===== config.mk =====
export PLATFORM = sky130hd
export DESIGN_NAME = evsf_top
export DESIGN_NICKNAME = d
export VERILOG_FILES = /design/src/hw/evsf_pkg.sv /design/src/hw/evsf_edge_capture.sv /design/src/hw/evsf_top.sv
export VERILOG_INCLUDE_DIRS = /design/src /design/src/hw
export SDC_FILE = /design/constraint.sdc
export NUM_CORES = 1
export LEC_CHECK = 0
export ABC_AREA = 1
export BUFFER_PORTS_ARGS = -buffer_cell sky130_fd_sc_hd__buf_2
export CORE_ASPECT_RATIO = 0.6
export CORE_MARGIN = 1
export CORE_UTILIZATION = 45
export DETAILED_ROUTE_END_ITERATION = 10
export PLACE_DENSITY = 0.75
export SETUP_SLACK_MARGIN = 0.15
export SLEW_MARGIN = 0
export SYNTH_ARGS = -nofsm -noshare
export SYNTH_HDL_FRONTEND = slang
export SYNTH_SLANG_ARGS = --single-unit

===== constraint.sdc =====
create_clock -name mclk -period 1.6 [get_ports mclk]
set_clock_uncertainty 0.1 [all_clocks]
set_input_delay 0.4 -clock mclk [delete_from_list [all_inputs] [get_ports mclk]]
set_output_delay 0.4 -clock mclk [all_outputs]
set_load 0.1 [all_outputs]

===== src/hw/evsf_consts.svh =====
// offsets, field positions, reset values and widths of the event status flags bank
`ifndef EVSF_CONSTS_SVH
`define EVSF_CONSTS_SVH

// register offsets on the host port, as printed
`define EVSF_ADDR_W          12
`define EVSF_OFS_FLAGS       12'h310
`define EVSF_OFS_BACKUP      12'h311

// flag bit positions
`define EVSF_BIT_ACTIVE      0
`define EVSF_BIT_REACTIVE    1
`define EVSF_BIT_AUX1        2
`define EVSF_BIT_AUX2        3
`define EVSF_BIT_FRESH       4
`define EVSF_BIT_ENGINE      5
`define EVSF_BIT_SUPPLY      7
`define EVSF_BIT_RESET       8

// mirror fields: bits 0..5 copied to 16..21, bit 8 copied to 24
`define EVSF_MIRROR_LO       16
`define EVSF_MIRROR_RESET    24

// widths
`define EVSF_FLAG_W          9
`define EVSF_PULSE_N         4
`define EVSF_SUPPLY_W        2

// reset values
`define EVSF_FLAGS_RST       9'h100
`define EVSF_WORD_RST        32'h01000100
`define EVSF_BACKUP_RST      32'h00000000

`endif


===== src/hw/evsf_pkg.sv =====
// types shared by the event status flags bank
`default_nettype none
package evsf_pkg;
  typedef logic [31:0] evsf_word_t;  // one register word
  typedef logic [11:0] evsf_addr_t;  // host port register offset
  typedef logic [8:0]  evsf_flag_t;  // live event flags, bit 6 unused
endpackage
`default_nettype wire


===== src/hw/evsf_edge_capture.sv =====
// start-of-pulse and supply-change detectors for the event status flags bank
`default_nettype none
`include "evsf_consts.svh"
module evsf_edge_capture (
  // clock and reset
  input  wire logic                        mclk,
  input  wire logic                        nrst,
  // pulse levels from the pulse generators, same clock
  input  wire logic [`EVSF_PULSE_N-1:0]    pulse_lvl,
  // supply status from the analog comparators, asynchronous
  input  wire logic [`EVSF_SUPPLY_W-1:0]   supply_async,
  // one-cycle event pulses
  output logic      [`EVSF_PULSE_N-1:0]    pulse_start,
  output logic                             supply_change
);
  logic [`EVSF_PULSE_N-1:0]  pulse_prev_reg;  // pulse levels one cycle ago
  logic [`EVSF_SUPPLY_W-1:0] sync1_reg;       // first synchroniser stage
  logic [`EVSF_SUPPLY_W-1:0] sync2_reg;       // second synchroniser stage
  logic [`EVSF_SUPPLY_W-1:0] supply_prev_reg; // settled supply status last cycle
  logic [`EVSF_SUPPLY_W-1:0] supply_diff;     // per-bit change

  // per-bit history; the first sync stage feeds only the second
  genvar gi;
  generate
    for (gi = 0; gi < `EVSF_PULSE_N; gi++) begin : g_pulse
      always_ff @(posedge mclk) begin
        if (!nrst) begin
          pulse_prev_reg[gi] <= 1'b0;
        end else begin
          pulse_prev_reg[gi] <= pulse_lvl[gi];
        end
      end
      // a pulse starts on its rising level
      assign pulse_start[gi] = pulse_lvl[gi] & ~pulse_prev_reg[gi];
    end
    for (gi = 0; gi < `EVSF_SUPPLY_W; gi++) begin : g_supply
      // no reset here: clearing the history would show a false change when
      // the supply status is not zero at release; the chain needs three
      // reset cycles to fill with the pin's level
      always_ff @(posedge mclk) begin
        sync1_reg[gi]       <= supply_async[gi];
        sync2_reg[gi]       <= sync1_reg[gi];
        supply_prev_reg[gi] <= sync2_reg[gi];
      end
      assign supply_diff[gi] = sync2_reg[gi] ^ supply_prev_reg[gi];
    end
  endgenerate

  // any status bit moving counts as one change event
  assign supply_change = |supply_diff;
endmodule // evsf_edge_capture
`default_nettype wire


===== src/hw/evsf_top.sv =====
// event status flags bank: sticky event flags, clear on read, and backup copy
// What this block does
// - reading the flags register clears every flag
// - bit 0 sets on active pulse start
// - bit 1 sets on reactive pulse start
// - bit 2 sets on first auxiliary pulse
// - bit 3 sets on second auxiliary pulse
// - bit 4 sets when fresh data arrives
// - bit 5 sets when engine pass ends
// - bit 7 sets when supply status changes
// - bit 8 set after reset, reads 0x01000100
// - bits 16-21 and 24 mirror flags
// - flags hold events until read
// - backup loaded with status on each flags register read
`default_nettype none
`include "evsf_consts.svh"
module evsf_top (
  // clock and reset
  input  wire logic                       mclk,
  input  wire logic                       nrst,
  // metering pulse levels, same clock
  input  wire logic                       active_energy_pulse,
  input  wire logic                       reactive_energy_pulse,
  input  wire logic                       aux1_pulse,
  input  wire logic                       aux2_pulse,
  // compute engine events, one-cycle pulses, same clock
  input  wire logic                       fresh_data,
  input  wire logic                       engine_pass_done,
  // supply status from the comparators, asynchronous
  input  wire logic [`EVSF_SUPPLY_W-1:0]  system_supply_status,
  // register read port from the serial host port decoder
  input  wire logic                       rd_en,
  input  wire evsf_pkg::evsf_addr_t       rd_addr,
  output evsf_pkg::evsf_word_t            rd_data,
  output logic                            rd_valid
);
  // design notes:
  // - all events are taken on mclk; only the supply status is asynchronous
  //   and passes two synchroniser flops before it is compared
  // - a clearing read and a new event in one cycle: the event wins, so it
  //   is reported by the next read instead of being lost
  // - the backup word is the exact word handed to the host, mirrors included,
  //   so a host comparing the two sees only changes since its last read
  // - reading the backup has no side effect; unmapped offsets answer zero
  // - the supply change flag has no mirror copy in the upper half
  // - reset must last three cycles so the supply history matches the pin
  evsf_pkg::evsf_flag_t flags_reg;    // live sticky flags
  evsf_pkg::evsf_flag_t set_vec;      // events arriving this cycle
  evsf_pkg::evsf_word_t status_word;  // flags laid out as the register
  evsf_pkg::evsf_word_t backup_reg;   // copy taken at the last status read
  evsf_pkg::evsf_word_t rd_data_reg;  // read answer
  logic                 rd_valid_reg; // answer strobe
  logic                 status_rd;    // read of the flags register this cycle
  logic [3:0]           pulse_start;  // start-of-pulse events
  logic                 supply_change;// supply status moved

  // edge detectors and supply synchroniser
  evsf_edge_capture u_capture (
    .mclk          (mclk),
    .nrst          (nrst),
    .pulse_lvl     ({aux2_pulse, aux1_pulse, reactive_energy_pulse, active_energy_pulse}),
    .supply_async  (system_supply_status),
    .pulse_start   (pulse_start),
    .supply_change (supply_change)
  );

  // gather this cycle's events into flag positions
  always_comb begin
    set_vec                        = '0;
    set_vec[`EVSF_BIT_ACTIVE]      = pulse_start[0];
    set_vec[`EVSF_BIT_REACTIVE]    = pulse_start[1];
    set_vec[`EVSF_BIT_AUX1]        = pulse_start[2];
    set_vec[`EVSF_BIT_AUX2]        = pulse_start[3];
    set_vec[`EVSF_BIT_FRESH]       = fresh_data;
    set_vec[`EVSF_BIT_ENGINE]      = engine_pass_done;
    set_vec[`EVSF_BIT_SUPPLY]      = supply_change;
  end

  // register layout: low flags, mirror copies, reserved bits zero
  always_comb begin
    status_word                                   = '0;
    status_word[`EVSF_BIT_RESET:0]                = flags_reg;
    status_word[`EVSF_MIRROR_LO +: 6]             = flags_reg[5:0];
    status_word[`EVSF_MIRROR_RESET]               = flags_reg[`EVSF_BIT_RESET];
  end

  assign status_rd = rd_en && (rd_addr == `EVSF_OFS_FLAGS);

  // sticky flags: set by events, cleared by a status read, set wins
  always_ff @(posedge mclk) begin
    if (!nrst) begin
      flags_reg <= `EVSF_FLAGS_RST;  // reset flag raised by reset itself
    end else if (status_rd) begin
      flags_reg <= set_vec;  // clear, but keep events of this very cycle
    end else begin
      flags_reg <= flags_reg | set_vec;  // hold until read
    end
  end

  // backup copy follows every status read so the host can spot changes
  always_ff @(posedge mclk) begin
    if (!nrst) begin
      backup_reg <= `EVSF_BACKUP_RST;
    end else if (status_rd) begin
      backup_reg <= status_word;
    end
  end

  // read answer one cycle after the request; unmapped offsets read zero
  always_ff @(posedge mclk) begin
    if (!nrst) begin
      rd_data_reg  <= '0;
      rd_valid_reg <= 1'b0;
    end else begin
      rd_valid_reg <= rd_en;
      if (status_rd) begin
        rd_data_reg <= status_word;
      end else if (rd_en && (rd_addr == `EVSF_OFS_BACKUP)) begin
        rd_data_reg <= backup_reg;
      end else if (rd_en) begin
        rd_data_reg <= '0;
      end
    end
  end

  assign rd_data  = rd_data_reg;
  assign rd_valid = rd_valid_reg;

  // checks next to the logic they guard
  AST_CLEAR_ON_READ: assert property (@(posedge mclk) disable iff (!nrst)
    status_rd && (set_vec == '0) |=> (flags_reg == '0))
    else $error("flags not cleared by status read");
  AST_ACTIVE_SET: assert property (@(posedge mclk) disable iff (!nrst)
    $rose(active_energy_pulse) |=> flags_reg[0])
    else $error("active pulse start not flagged");
  AST_REACTIVE_SET: assert property (@(posedge mclk) disable iff (!nrst)
    $rose(reactive_energy_pulse) |=> flags_reg[1])
    else $error("reactive pulse start not flagged");
  AST_AUX1_SET: assert property (@(posedge mclk) disable iff (!nrst)
    $rose(aux1_pulse) |=> flags_reg[2])
    else $error("aux1 pulse start not flagged");
  AST_AUX2_SET: assert property (@(posedge mclk) disable iff (!nrst)
    $rose(aux2_pulse) |=> flags_reg[3])
    else $error("aux2 pulse start not flagged");
  AST_FRESH_SET: assert property (@(posedge mclk) disable iff (!nrst)
    fresh_data |=> flags_reg[4])
    else $error("fresh data not flagged");
  AST_ENGINE_SET: assert property (@(posedge mclk) disable iff (!nrst)
    engine_pass_done |=> flags_reg[5])
    else $error("engine pass not flagged");
  AST_SUPPLY_SET: assert property (@(posedge mclk) disable iff (!nrst)
    ($changed(system_supply_status) && !status_rd ##3 !status_rd) |=> flags_reg[7])
    else $error("supply change not flagged within sync delay");
  AST_RESET_VALUE: assert property (@(posedge mclk)
    $rose(nrst) |-> (status_word == `EVSF_WORD_RST))
    else $error("status word wrong after reset");
  AST_MIRROR: assert property (@(posedge mclk) disable iff (!nrst)
    rd_valid && $past(status_rd) |-> (rd_data[21:16] == rd_data[5:0])
      && (rd_data[24] == rd_data[8]) && (rd_data[15:9] == '0))
    else $error("mirror bits disagree with flags");
  AST_HOLD: assert property (@(posedge mclk) disable iff (!nrst)
    !status_rd |=> ((flags_reg & $past(flags_reg)) == $past(flags_reg)))
    else $error("flag lost without a read");
  AST_BACKUP_LOAD: assert property (@(posedge mclk) disable iff (!nrst)
    status_rd |=> (backup_reg == rd_data) && rd_valid)
    else $error("backup not loaded with status read value");
  AST_SET_WINS: assert property (@(posedge mclk) disable iff (!nrst)
    status_rd && (set_vec != '0) |=> ((flags_reg & $past(set_vec)) == $past(set_vec)))
    else $error("event lost in clearing read");
  // reserved bits of the register word never carry a one
  AST_RESERVED_ZERO: assert property (@(posedge mclk) disable iff (!nrst)
    (status_word & 32'hfec0fe40) == 32'h00000000)
    else $error("reserved status bit set");
  // every request gets exactly one answer strobe on the next edge
  AST_ONE_ANSWER: assert property (@(posedge mclk) disable iff (!nrst)
    rd_en |=> rd_valid)
    else $error("read not answered");
  AST_NO_SPURIOUS: assert property (@(posedge mclk) disable iff (!nrst)
    !rd_en |=> !rd_valid)
    else $error("answer without a read");
  // the backup only moves on a status read
  AST_BACKUP_QUIET: assert property (@(posedge mclk) disable iff (!nrst)
    !status_rd |=> $stable(backup_reg))
    else $error("backup moved without a status read");
  // offsets outside the two registers answer zero
  AST_UNMAPPED_ZERO: assert property (@(posedge mclk) disable iff (!nrst)
    rd_en && (rd_addr != `EVSF_OFS_FLAGS) && (rd_addr != `EVSF_OFS_BACKUP)
      |=> (rd_data == 32'h00000000))
    else $error("unmapped offset answered nonzero");
  // the supply flag rises only after a detected change
  AST_SUPPLY_CAUSE: assert property (@(posedge mclk) disable iff (!nrst)
    $rose(flags_reg[`EVSF_BIT_SUPPLY]) |-> $past(supply_change))
    else $error("supply flag set without a change");
endmodule // evsf_top
`default_nettype wire


==> impl_metrics.py, run 1 <==
metrics = {
    "power": {
        "ir_drop_mv": 0.644,
        "combinationalPowerShare": 0.147,
        "p_sw_frac": 0.289,
        "p_seq_frac": 0.484,
        "power.clock.fraction": 0.369,
        "p_switching_mw": 0.538,
        "p_int_mw": 1.33,
        "power.leakage_nw": 0.975,
        "powerDensity_nw_per_um2": 1060,
    },
    "timing": {
        "slew_viol_final": 0,
        "hold_viol": 0,
        "clock.fmax_ghz": 0.703,
        "final-setup-viol-count": 0,
        "rsz0062_at_grt": "yes",
        "period_share": 0.889,
        "finalCriticalPeriod_ns": 1.42,
        "setup-tns-final_ns": 0,
    },
    "route": {
        "drt_iter0_drc": 30,
        "vias": 1117,
        "drtAntennaViolNets": 0,
        "drtPass1Iterations": 4,
        "drcViolationCount": 0,
        "wl_microns": 2490,
        "drt-wirelength-per-cell_microns": 9.73,
        "viasPerCell": 4.36,
    },
    "worst_setup_path": {
        "cp.required_ns": 1.10,
        "cp_num_buf_inv": 1,
        "worst_setup_path_start_kind": "register",
        "crit_fanout": 3,
        "crit_path_end_kind": "primary output",
        "worstPathCellList": "buf_4",
        "slowest_delay_ns": 0.36,
        "crit_type": "reg2out",
        "cp_slowest_cell": "dfxtp_4",
        "cpLargestDelayFamily": "flip-flops",
        "critical_path_arrival_ns": 0.92,
    },
    "clock_network": {
        "clkTransAtPathRegs_ns": 0.07,
        "cts_sinks": 35,
        "post_cts_buffers": 0,
        "clkLatencyLatePin_ns": 0.28,
        "cts_tree": "done",
        "htree_num_levels": 2,
        "clock_path_buffers": 2,
        "hold_buffers": 0,
        "root_buffer": "clkbuf_8",
        "cts_buffers": 5,
    },
    "global_route": {
        "met2_usage": 0.263,
        "met3_usage": 0.0796,
        "use_met1": 0.213,
        "first_global_vias": 933,
        "grt_pass1_wl_microns": 4010,
        "busiest_layer": "met2",
        "grtUsageTotal": 0.169,
        "overflow": 0,
        "grt_max_degree": 17,
        "antenna_found_initial": 0,
    },
    "floorplan": {
        "ios": 56,
        "core_area_sq_um": 2950,
        "initial_core_util": 0.487,
        "die_h_microns": 45.7,
        "die-area_sq_um": 3420,
        "rows": 15,
        "die_x_microns": 74.9,
    },
    "layout": {
        "mostFrequentLayoutCells": "nand2_1, dfxtp_1, buf_2",
        "syn2layout_area_growth_pct": 22.5,
        "fillers": 295,
        "final_nets": 236,
        "ff_latch_area_sq_um": 727,
        "insertedDiodeCount": 0,
        "final_common_cell": "nand2_1",
        "multi_input_area_sq_um": 556,
        "final_cells": 256,
        "drive_gt1_frac": 0.294,
    },
    "synth": {
        "syn_area_per_cell_sq_um": 8.19,
        "synth_cell_types": 22,
        "synth_cells": 175,
        "seq_area_frac_synth": 0.489,
        "syn_area_sq_um": 1430,
        "yosysWarningCount": 0,
        "ys_seq_elements": 35,
    },
    "place": {
        "dp_hpwl_microns": 1780,
        "placed_cells": 248,
        "io_buffers": 38,
        "globalplace.congestion": 0.734,
    },
    "flow_run": {
        "timing.max_cap.violations": 0,
    },
    "outcome": {
        "status": "completed",
    },
    "min_path": {
        "hold_path.class": "in2reg",
    },
}
final timing paths:
check,cells after the start,slack [ns],start,endpoint
hold reg to reg,0,0.23,u_capture.sync1_reg[1]$_DFF_P_,u_capture.sync2_reg[1]$_DFF_P_
setup / recovery,1,0.18,rd_data[8]$_SDFFE_PN0P_,rd_data[24]
hold / removal,1,0.11,system_supply_status[0],u_capture.sync1_reg[0]$_DFF_P_
setup reg to reg,4,0.75,flags_reg[5]$_SDFF_PN0_,rd_data[21]$_SDFFE_PN0P_
layer usage:
layer / vias to the layer above / share of wire
met2: 39 / 0.40
li1: 594 / -
met5: - / 0
met4: 0 / 0.011
met3: 4 / 0.081
met1: 480 / 0.51
logic make-up after synthesis:
logic type / after synthesis / share of synthesized area
AND/OR/NAND/NOR: 85 / 0.277
XOR/XNOR: 2 / 0.0122
buffers and inverters: 37 / 0.166
other: 1 / 0.00262
AO/OA/AOI/OAI: 15 / 0.0532
flip-flops: 35 / 0.489
power by group through the flow:
| stage | combinational [mW] | sequential, mW | clock (mW) |
|---|---|---|---|
| 2_1_floorplan | 0.253 | 0.929 | 0 |
| 3_3_place_gp | 0.271 | 0.922 | 0 |
| 3_5_place_dp | 0.272 | 0.922 | 0 |
| 4_1_cts | 0.274 | 0.903 | 0.712 |
| 5_1_grt | 0.290 | 0.906 | 0.755 |
| 6_report | 0.274 | 0.902 | 0.689 |
metrics by stage:
stage / hold slack (ns) / total power, mW / setup slack (ns) / utilization / cell area, sq um
floorplan: 0.210 / 1.18 / 0.169 / - / 1520
global placement: 0.212 / 1.19 / 0.0457 / 0.545 / 1610
detailed placement: 0.213 / 1.19 / 0.0220 / 0.545 / 1610
CTS: 0.104 / 1.89 / 0.0319 / 0.589 / 1740
global route: 0.0994 / 1.95 / 0.142 / 0.596 / 1760
finish: 0.110 / 1.87 / 0.177 / 0.596 / 1760
timing repair:
action	4_1_cts	5_1_grt
endpoints found under the setup margin	16	7
gates resized for setup	12	11
pin swaps	0	0
hold endpoints to repair	0	0
cell usage after synthesis:
cell       n  area (sq um)
buf_2      1          5.00
nand3_1   20           100
o21ai_1    4          20.0
dfxtp_1   35           701
a21oi_1   10          50.1
buf_4     24           180
conb_1     1          3.75
buf_6      1          11.3
nor3_1     1          5.00
or2_4      1          8.76
nand2_4    2          22.5
clkbuf_1   1          3.75
nor2_4     1          11.3
nor2_1     6          22.5
inv_1      9          33.8
nand2_2    1          6.26
clkinv_1   1          3.75
a31oi_1    1          6.26
nor2_8     1          20.0
nand2_1   51           191
nand3_2    1          10.0
xnor2_1    2          17.5
worst register-to-register path, cell delays in order, from the launching register on:
cell and delay (ns):
dfxtp_1 0.31, nand3_1 0.11, nand2_1 0.06, nand3_1 0.09, nand2_1 0.07
final cells by class:
cell class | count | area share
Sequential cell | 35 | 0.414
Multi-Input combinational cell | 119 | 0.316
Timing Repair Buffer | 42 | 0.162
Clock buffer | 8 | 0.0570
Tap cell | 42 | 0.0299
Inverter | 10 | 0.0214
(Power assumes the default switching activity.)
==> run 2, diff against run 1 <==
Settings changed: PLACE_DENSITY 0.75 to 0.74, SYNTH_HIERARCHICAL set to 1.
==> run 2 against run 1 <==
- highest routed layer unchanged
- sequential power shrank 0.4%
- non-clock buffer count is the same
- core utilization shrank 0.25 points
- via count grew 1.9%
- first-iteration DRC count grew 43%
- power shrank 2.3%
- die area grew 1.8%
- critical endpoint is now rd_data[17]
- clock power shrank 6.2%
- wire length grew 0.36%
- combinational power grew 2%
- synthesized area grew 1.9%
- cell area grew 0.86%
- critical path type unchanged
==> impl_metrics.py, run 2 <==
metrics = {
    "global_route": {
        "busiest_layer": "met1",
        "grt_pass1_wl_microns": 3790,
        "antenna_found_initial": 0,
        "grtUsageTotal": 0.155,
        "first_global_vias": 845,
        "grt_max_degree": 17,
        "use_met1": 0.224,
        "overflow": 0,
        "met3_usage": 0.0591,
        "met2_usage": 0.200,
    },
    "floorplan": {
        "rows": 15,
        "die-area_sq_um": 3490,
        "die_h_microns": 46.1,
        "ios": 56,
        "core_area_sq_um": 2980,
        "initial_core_util": 0.490,
        "die_x_microns": 75.6,
    },
    "clock_network": {
        "cts_buffers": 5,
        "clkLatencyLatePin_ns": 0.29,
        "cts_tree": "done",
        "cts_sinks": 35,
        "post_cts_buffers": 0,
        "htree_num_levels": 2,
        "hold_buffers": 0,
        "clock_path_buffers": 2,
        "clkTransAtPathRegs_ns": 0.08,
        "root_buffer": "clkbuf_8",
    },
    "synth": {
        "ys_seq_elements": 35,
        "seq_area_frac_synth": 0.479,
        "synth_top_cell_area_share": 0.479,
        "synth_cells": 187,
        "synthTopCellsByArea": "dfxtp_1, nand2_1, buf_4, nand3_1, a21oi_1",
        "synth_flop_cell": "dfxtp_1",
        "yosys-top-cells-count": "nand2_1, dfxtp_1, buf_4, nand3_1, nor2_1",
        "synthArstFlopShare": 0,
        "synth.most_common_cell": "nand2_1",
        "syn_area_sq_um": 1460,
        "yosysWarningCount": 6,
        "synth_cell_types": 18,
        "syn_area_per_cell_sq_um": 7.81,
        "yosys.area.top_type": "dfxtp_1",
        "synth-edff-count": 0,
    },
    "power": {
        "power.leakage_nw": 1.02,
        "power_mw": 1.82,
        "ir_drop_mv": 0.588,
        "powerDensity_nw_per_um2": 1030,
    },
    "outcome": {
        "status": "completed",
    },
    "route": {
        "drtPass1Iterations": 4,
        "viasPerCell": 4.23,
        "drt-wirelength-per-cell_microns": 9.29,
        "drcViolationCount": 0,
        "drt_iter0_drc": 43,
        "drtAntennaViolNets": 0,
        "vias": 1138,
        "wl_microns": 2500,
    },
    "timing": {
        "final-setup-viol-count": 0,
        "finalCriticalPeriod_ns": 1.42,
        "rsz0062_at_grt": "yes",
        "hold_viol": 0,
        "setup-tns-final_ns": 0,
        "clock.fmax_ghz": 0.705,
        "period_share": 0.886,
        "slew_viol_final": 0,
    },
    "layout": {
        "syn2layout_area_growth_pct": 21.2,
        "drive_gt1_frac": 0.282,
        "mostFrequentLayoutCells": "nand2_1, dfxtp_1, buf_2",
        "final_common_cell": "nand2_1",
        "final_util": 0.594,
        "final_nets": 249,
        "insertedDiodeCount": 0,
        "postLayoutCellArea_sq_um": 1770,
    },
    "worst_setup_path": {
        "slowest_delay_ns": 0.35,
        "crit_type": "reg2out",
        "crit_path_end_kind": "primary output",
        "critical_path_arrival_ns": 0.92,
        "worstPathCellList": "buf_4",
        "cp_slowest_cell": "dfxtp_4",
        "cpLargestDelayFamily": "flip-flops",
        "cp.required_ns": 1.10,
        "cp_num_buf_inv": 1,
        "crit_fanout": 3,
        "worst_setup_path_start_kind": "register",
    },
    "place": {
        "placed_area_sq_um": 1640,
        "dp_hpwl_microns": 1840,
        "io_buffers": 38,
        "globalplace.congestion": 0.704,
    },
    "flow_run": {
        "timing.max_cap.violations": 0,
    },
    "min_path": {
        "hold_path.class": "in2reg",
    },
}
run 2: cell types whose count changed in the layout (fill, tap and decap cells not counted), moves of 3 or more:
cell	previous run	this run
a21oi_1	10	15
o21ai_1	4	0
nand3_1	20	17
nor2_1	6	16
inv_1	9	15
run 2: layer usage:
metal  part of all wire  up-vias
li1                   -      619
met1               0.53      474
met2               0.39       40
met3              0.064        5
met4              0.012        0
met5                  0        -
run 2: what timing repair did:
item	CTS	global route
hold endpoints to repair	0	0
setup endpoints to repair	16	5
gates resized for setup	12	9
run 2: layout make-up:
cell class	count	area [sq um]
Sequential cell	35	727
Clock inverter	3	21.3
Inverter	16	60.1
Fill cell	274	1210
Timing Repair Buffer	42	277
Tap cell	42	52.6
Clock buffer	5	68.8
Multi-Input combinational cell	126	566
run 2: cell families (layout without fill, tap and decap cells):
group           Yosys count  after routing  share of synthesized area
simple gates             93             93                      0.286
buf+inv                  42             66                      0.175
flops                    35             35                      0.479
compound gates           15             15                     0.0514
other cells               1             17                    0.00257
xor+xnor                  1              1                    0.00599
run 2: path summary, 6_finish.rpt:
path                             startpoint                              to  slack, ns  cells past startpoint
max                rd_data[17]$_SDFFE_PN0P_                     rd_data[17]       0.18                      1
max reg2reg  u_capture/sync2_reg[0]$_DFF_P_         flags_reg[7]$_SDFF_PN0_       0.70                      4
min reg2reg  u_capture/sync1_reg[0]$_DFF_P_  u_capture/sync2_reg[0]$_DFF_P_       0.23                      0
min                 system_supply_status[0]  u_capture/sync1_reg[0]$_DFF_P_       0.10                      1
run 2: through the flow:
stage / cells / hold slack [ns] / setup WS (ns)
final: 269 / 0.103 / 0.182
after floorplan: 203 / 0.210 / 0.169
after global routing: 269 / 0.0890 / 0.143
after global placement: 261 / 0.211 / 0.0576
after detailed placement: 261 / 0.215 / 0.0474
after CTS: 269 / 0.0944 / 0.0362
run 2: where the power goes:
part	leakage (nW)	total [mW]	internal, mW	switching (mW)
Combinational	0.676	0.279	0.0463	0.233
Clock	0.0494	0.646	0.313	0.333
Sequential	0.294	0.898	0.887	0.0112
==> run 3, diff against run 2 <==
Settings changed: CAP_MARGIN set to 20, PLACE_DENSITY 0.74 to 0.79.
==> run 3 against run 2 <==
- clock power up 7.0%
- core utilization up 0.63 points
- via count up 1.7%
- power up 2.7%
- non-clock buffer count up 1
- critical path type unchanged
- maximum frequency up 0.38%
- flip-flop and latch count unchanged
- combinational power about the same
- cell area up 1.1%
==> impl_metrics.py, run 3 (synthesis gave the netlist of run 2 again) <==
metrics = {
    "global_route": {
        "overflow": 0,
        "grt_max_degree": 17,
        "antenna_found_initial": 0,
        "grtUsageTotal": 0.149,
        "first_global_vias": 840,
        "grt_pass1_wl_microns": 3630,
    },
    "clock_network": {
        "ctsResizeCount": 14,
        "cts_tree": "done",
        "htree_num_levels": 2,
        "post_cts_buffers": 0,
        "hold_buffers": 0,
        "clkLatencyLatePin_ns": 0.28,
        "cts_buffers": 5,
        "clock_path_buffers": 2,
        "root_buffer": "clkbuf_8",
        "clkTransAtPathRegs_ns": 0.07,
        "cts_sinks": 35,
    },
    "worst_setup_path": {
        "crit_type": "reg2out",
        "cp.required_ns": 1.10,
        "worst_setup_path_start_kind": "register",
        "r2r_end": "flags_reg[7]$_SDFF_PN0_",
        "cp_num_buf_inv": 1,
        "crit_path_end_kind": "primary output",
        "cp_slowest_cell": "dfxtp_4",
        "rr_startpoint": "u_capture/sync2_reg[0]$_DFF_P_",
        "reg2reg_depth": 4,
        "r2r_slack_ns": 0.72,
        "crit_fanout": 3,
        "slowest_delay_ns": 0.35,
        "cpLargestDelayFamily": "flip-flops",
        "critical_path_arrival_ns": 0.91,
        "worstPathCellList": "buf_4",
    },
    "timing": {
        "final-setup-viol-count": 0,
        "hold_viol": 0,
        "setup-tns-final_ns": 0,
        "clock.fmax_ghz": 0.708,
        "rsz0062_at_grt": "yes",
        "period_share": 0.883,
        "finalCriticalPeriod_ns": 1.41,
        "slew_viol_final": 0,
    },
    "route": {
        "wl_met1_microns": 1290,
        "dr_wl_met2_microns": 1000,
        "drcViolationCount": 0,
        "vias": 1157,
        "top_layer_used": "met3",
        "drt-wirelength-per-cell_microns": 9.31,
        "viasPerCell": 4.29,
        "drt_iter0_drc": 42,
        "drtPass1Iterations": 4,
        "wl_microns": 2510,
        "wl_met3_microns": 224,
        "drtAntennaViolNets": 0,
    },
    "power": {
        "powerDensity_nw_per_um2": 1050,
        "power.clock.fraction": 0.369,
        "p_seq_frac": 0.481,
        "p_sw_frac": 0.285,
        "ir_drop_mv": 0.645,
        "power.leakage_nw": 1.02,
        "p_switching_mw": 0.534,
        "p_int_mw": 1.34,
        "combinationalPowerShare": 0.150,
    },
    "min_path": {
        "min_to": "u_capture/sync1_reg[0]$_DFF_P_",
        "hold_path.class": "in2reg",
        "worstHoldPathCells": 1,
        "hold_start": "system_supply_status[0]",
    },
    "place": {
        "dp_hpwl_microns": 1890,
        "globalplace.congestion": 0.736,
        "io_buffers": 38,
        "placed_cells": 262,
    },
    "layout": {
        "mostFrequentLayoutCells": "nand2_1, dfxtp_1, buf_2",
        "final_common_cell": "nand2_1",
        "drive_gt1_frac": 0.276,
        "final_nets": 250,
        "insertedDiodeCount": 0,
        "final_cells": 270,
        "syn2layout_area_growth_pct": 22.5,
    },
    "floorplan": {
        "ios": 56,
        "die-area_sq_um": 3490,
        "rows": 15,
        "initial_core_util": 0.490,
        "die_x_microns": 75.6,
        "die_h_microns": 46.1,
        "core_area_sq_um": 2980,
    },
    "outcome": {
        "status": "completed",
    },
    "flow_run": {
        "timing.max_cap.violations": 0,
    },
}
-- run 3: cell count changes in the layout (fill, tap and decap cells not counted) --
cell	previous run	this run
clkbuf_1	0	2
inv_4	2	0
buf_4	18	19
clkbuf_16	0	1
inv_6	1	0
-- run 3: routing by layer --
metal  global-route usage  vias up
li1                     -      618
met1                0.197      488
met2                0.213       51
met3               0.0744        0
met4               0.0444        0
met5                    0        -
-- run 3: area by class of cell --
cell class	count	area, sq um
well taps	42	52.6
flip-flops and latches	35	727
multi-input cells	126	566
repair buffers	43	284
fillers	267	1190
inverters	16	60.1
clock buffers	8	101
-- run 3: how the worst max path moves through the flow --
stage / startpoint / depth (start not counted) / slack, ns / end
after floorplan: rd_addr[3] / 8 / 0.17 / rd_data[18]$_SDFFE_PN0P_
after global placement: rd_addr[11] / 9 / 0.06 / rd_data[19]$_SDFFE_PN0P_
after detailed placement: rd_addr[7] / 9 / 0.06 / rd_data[20]$_SDFFE_PN0P_
after CTS: rd_data[20]$_SDFFE_PN0P_ / 1 / 0.04 / rd_data[4]
after global routing: rd_data[20]$_SDFFE_PN0P_ / 1 / 0.15 / rd_data[20]
final: rd_data[19]$_SDFFE_PN0P_ / 1 / 0.19 / rd_data[19]
-- run 3: power groups by stage --
stage	sequential, mW	clock, mW	combinational [mW]
final	0.900	0.691	0.282
after global routing	0.901	0.759	0.299
after CTS	0.900	0.712	0.282
after detailed placement	0.919	0	0.280
after global placement	0.918	0	0.278
after floorplan	0.926	0	0.255
-- run 3: metrics by stage --
stage | util | setup slack [ns] | hold slack, ns | total power [mW] | cell area, sq um
global route | 0.600 | 0.149 | 0.100 | 1.96 | 1790
finish | 0.600 | 0.187 | 0.118 | 1.87 | 1790
CTS | 0.597 | 0.0376 | 0.108 | 1.89 | 1780
floorplan | - | 0.169 | 0.210 | 1.18 | 1550
global placement | 0.551 | 0.0588 | 0.211 | 1.20 | 1650
detailed placement | 0.551 | 0.0591 | 0.221 | 1.20 | 1650
-- run 3: worst reg2reg max path: stages, from the launching register on --
cell and delay [ns]:
dfxtp_1 0.34, xnor2_1 0.12, nand2_1 0.06, a21oi_1 0.11, nor2_1 0.05
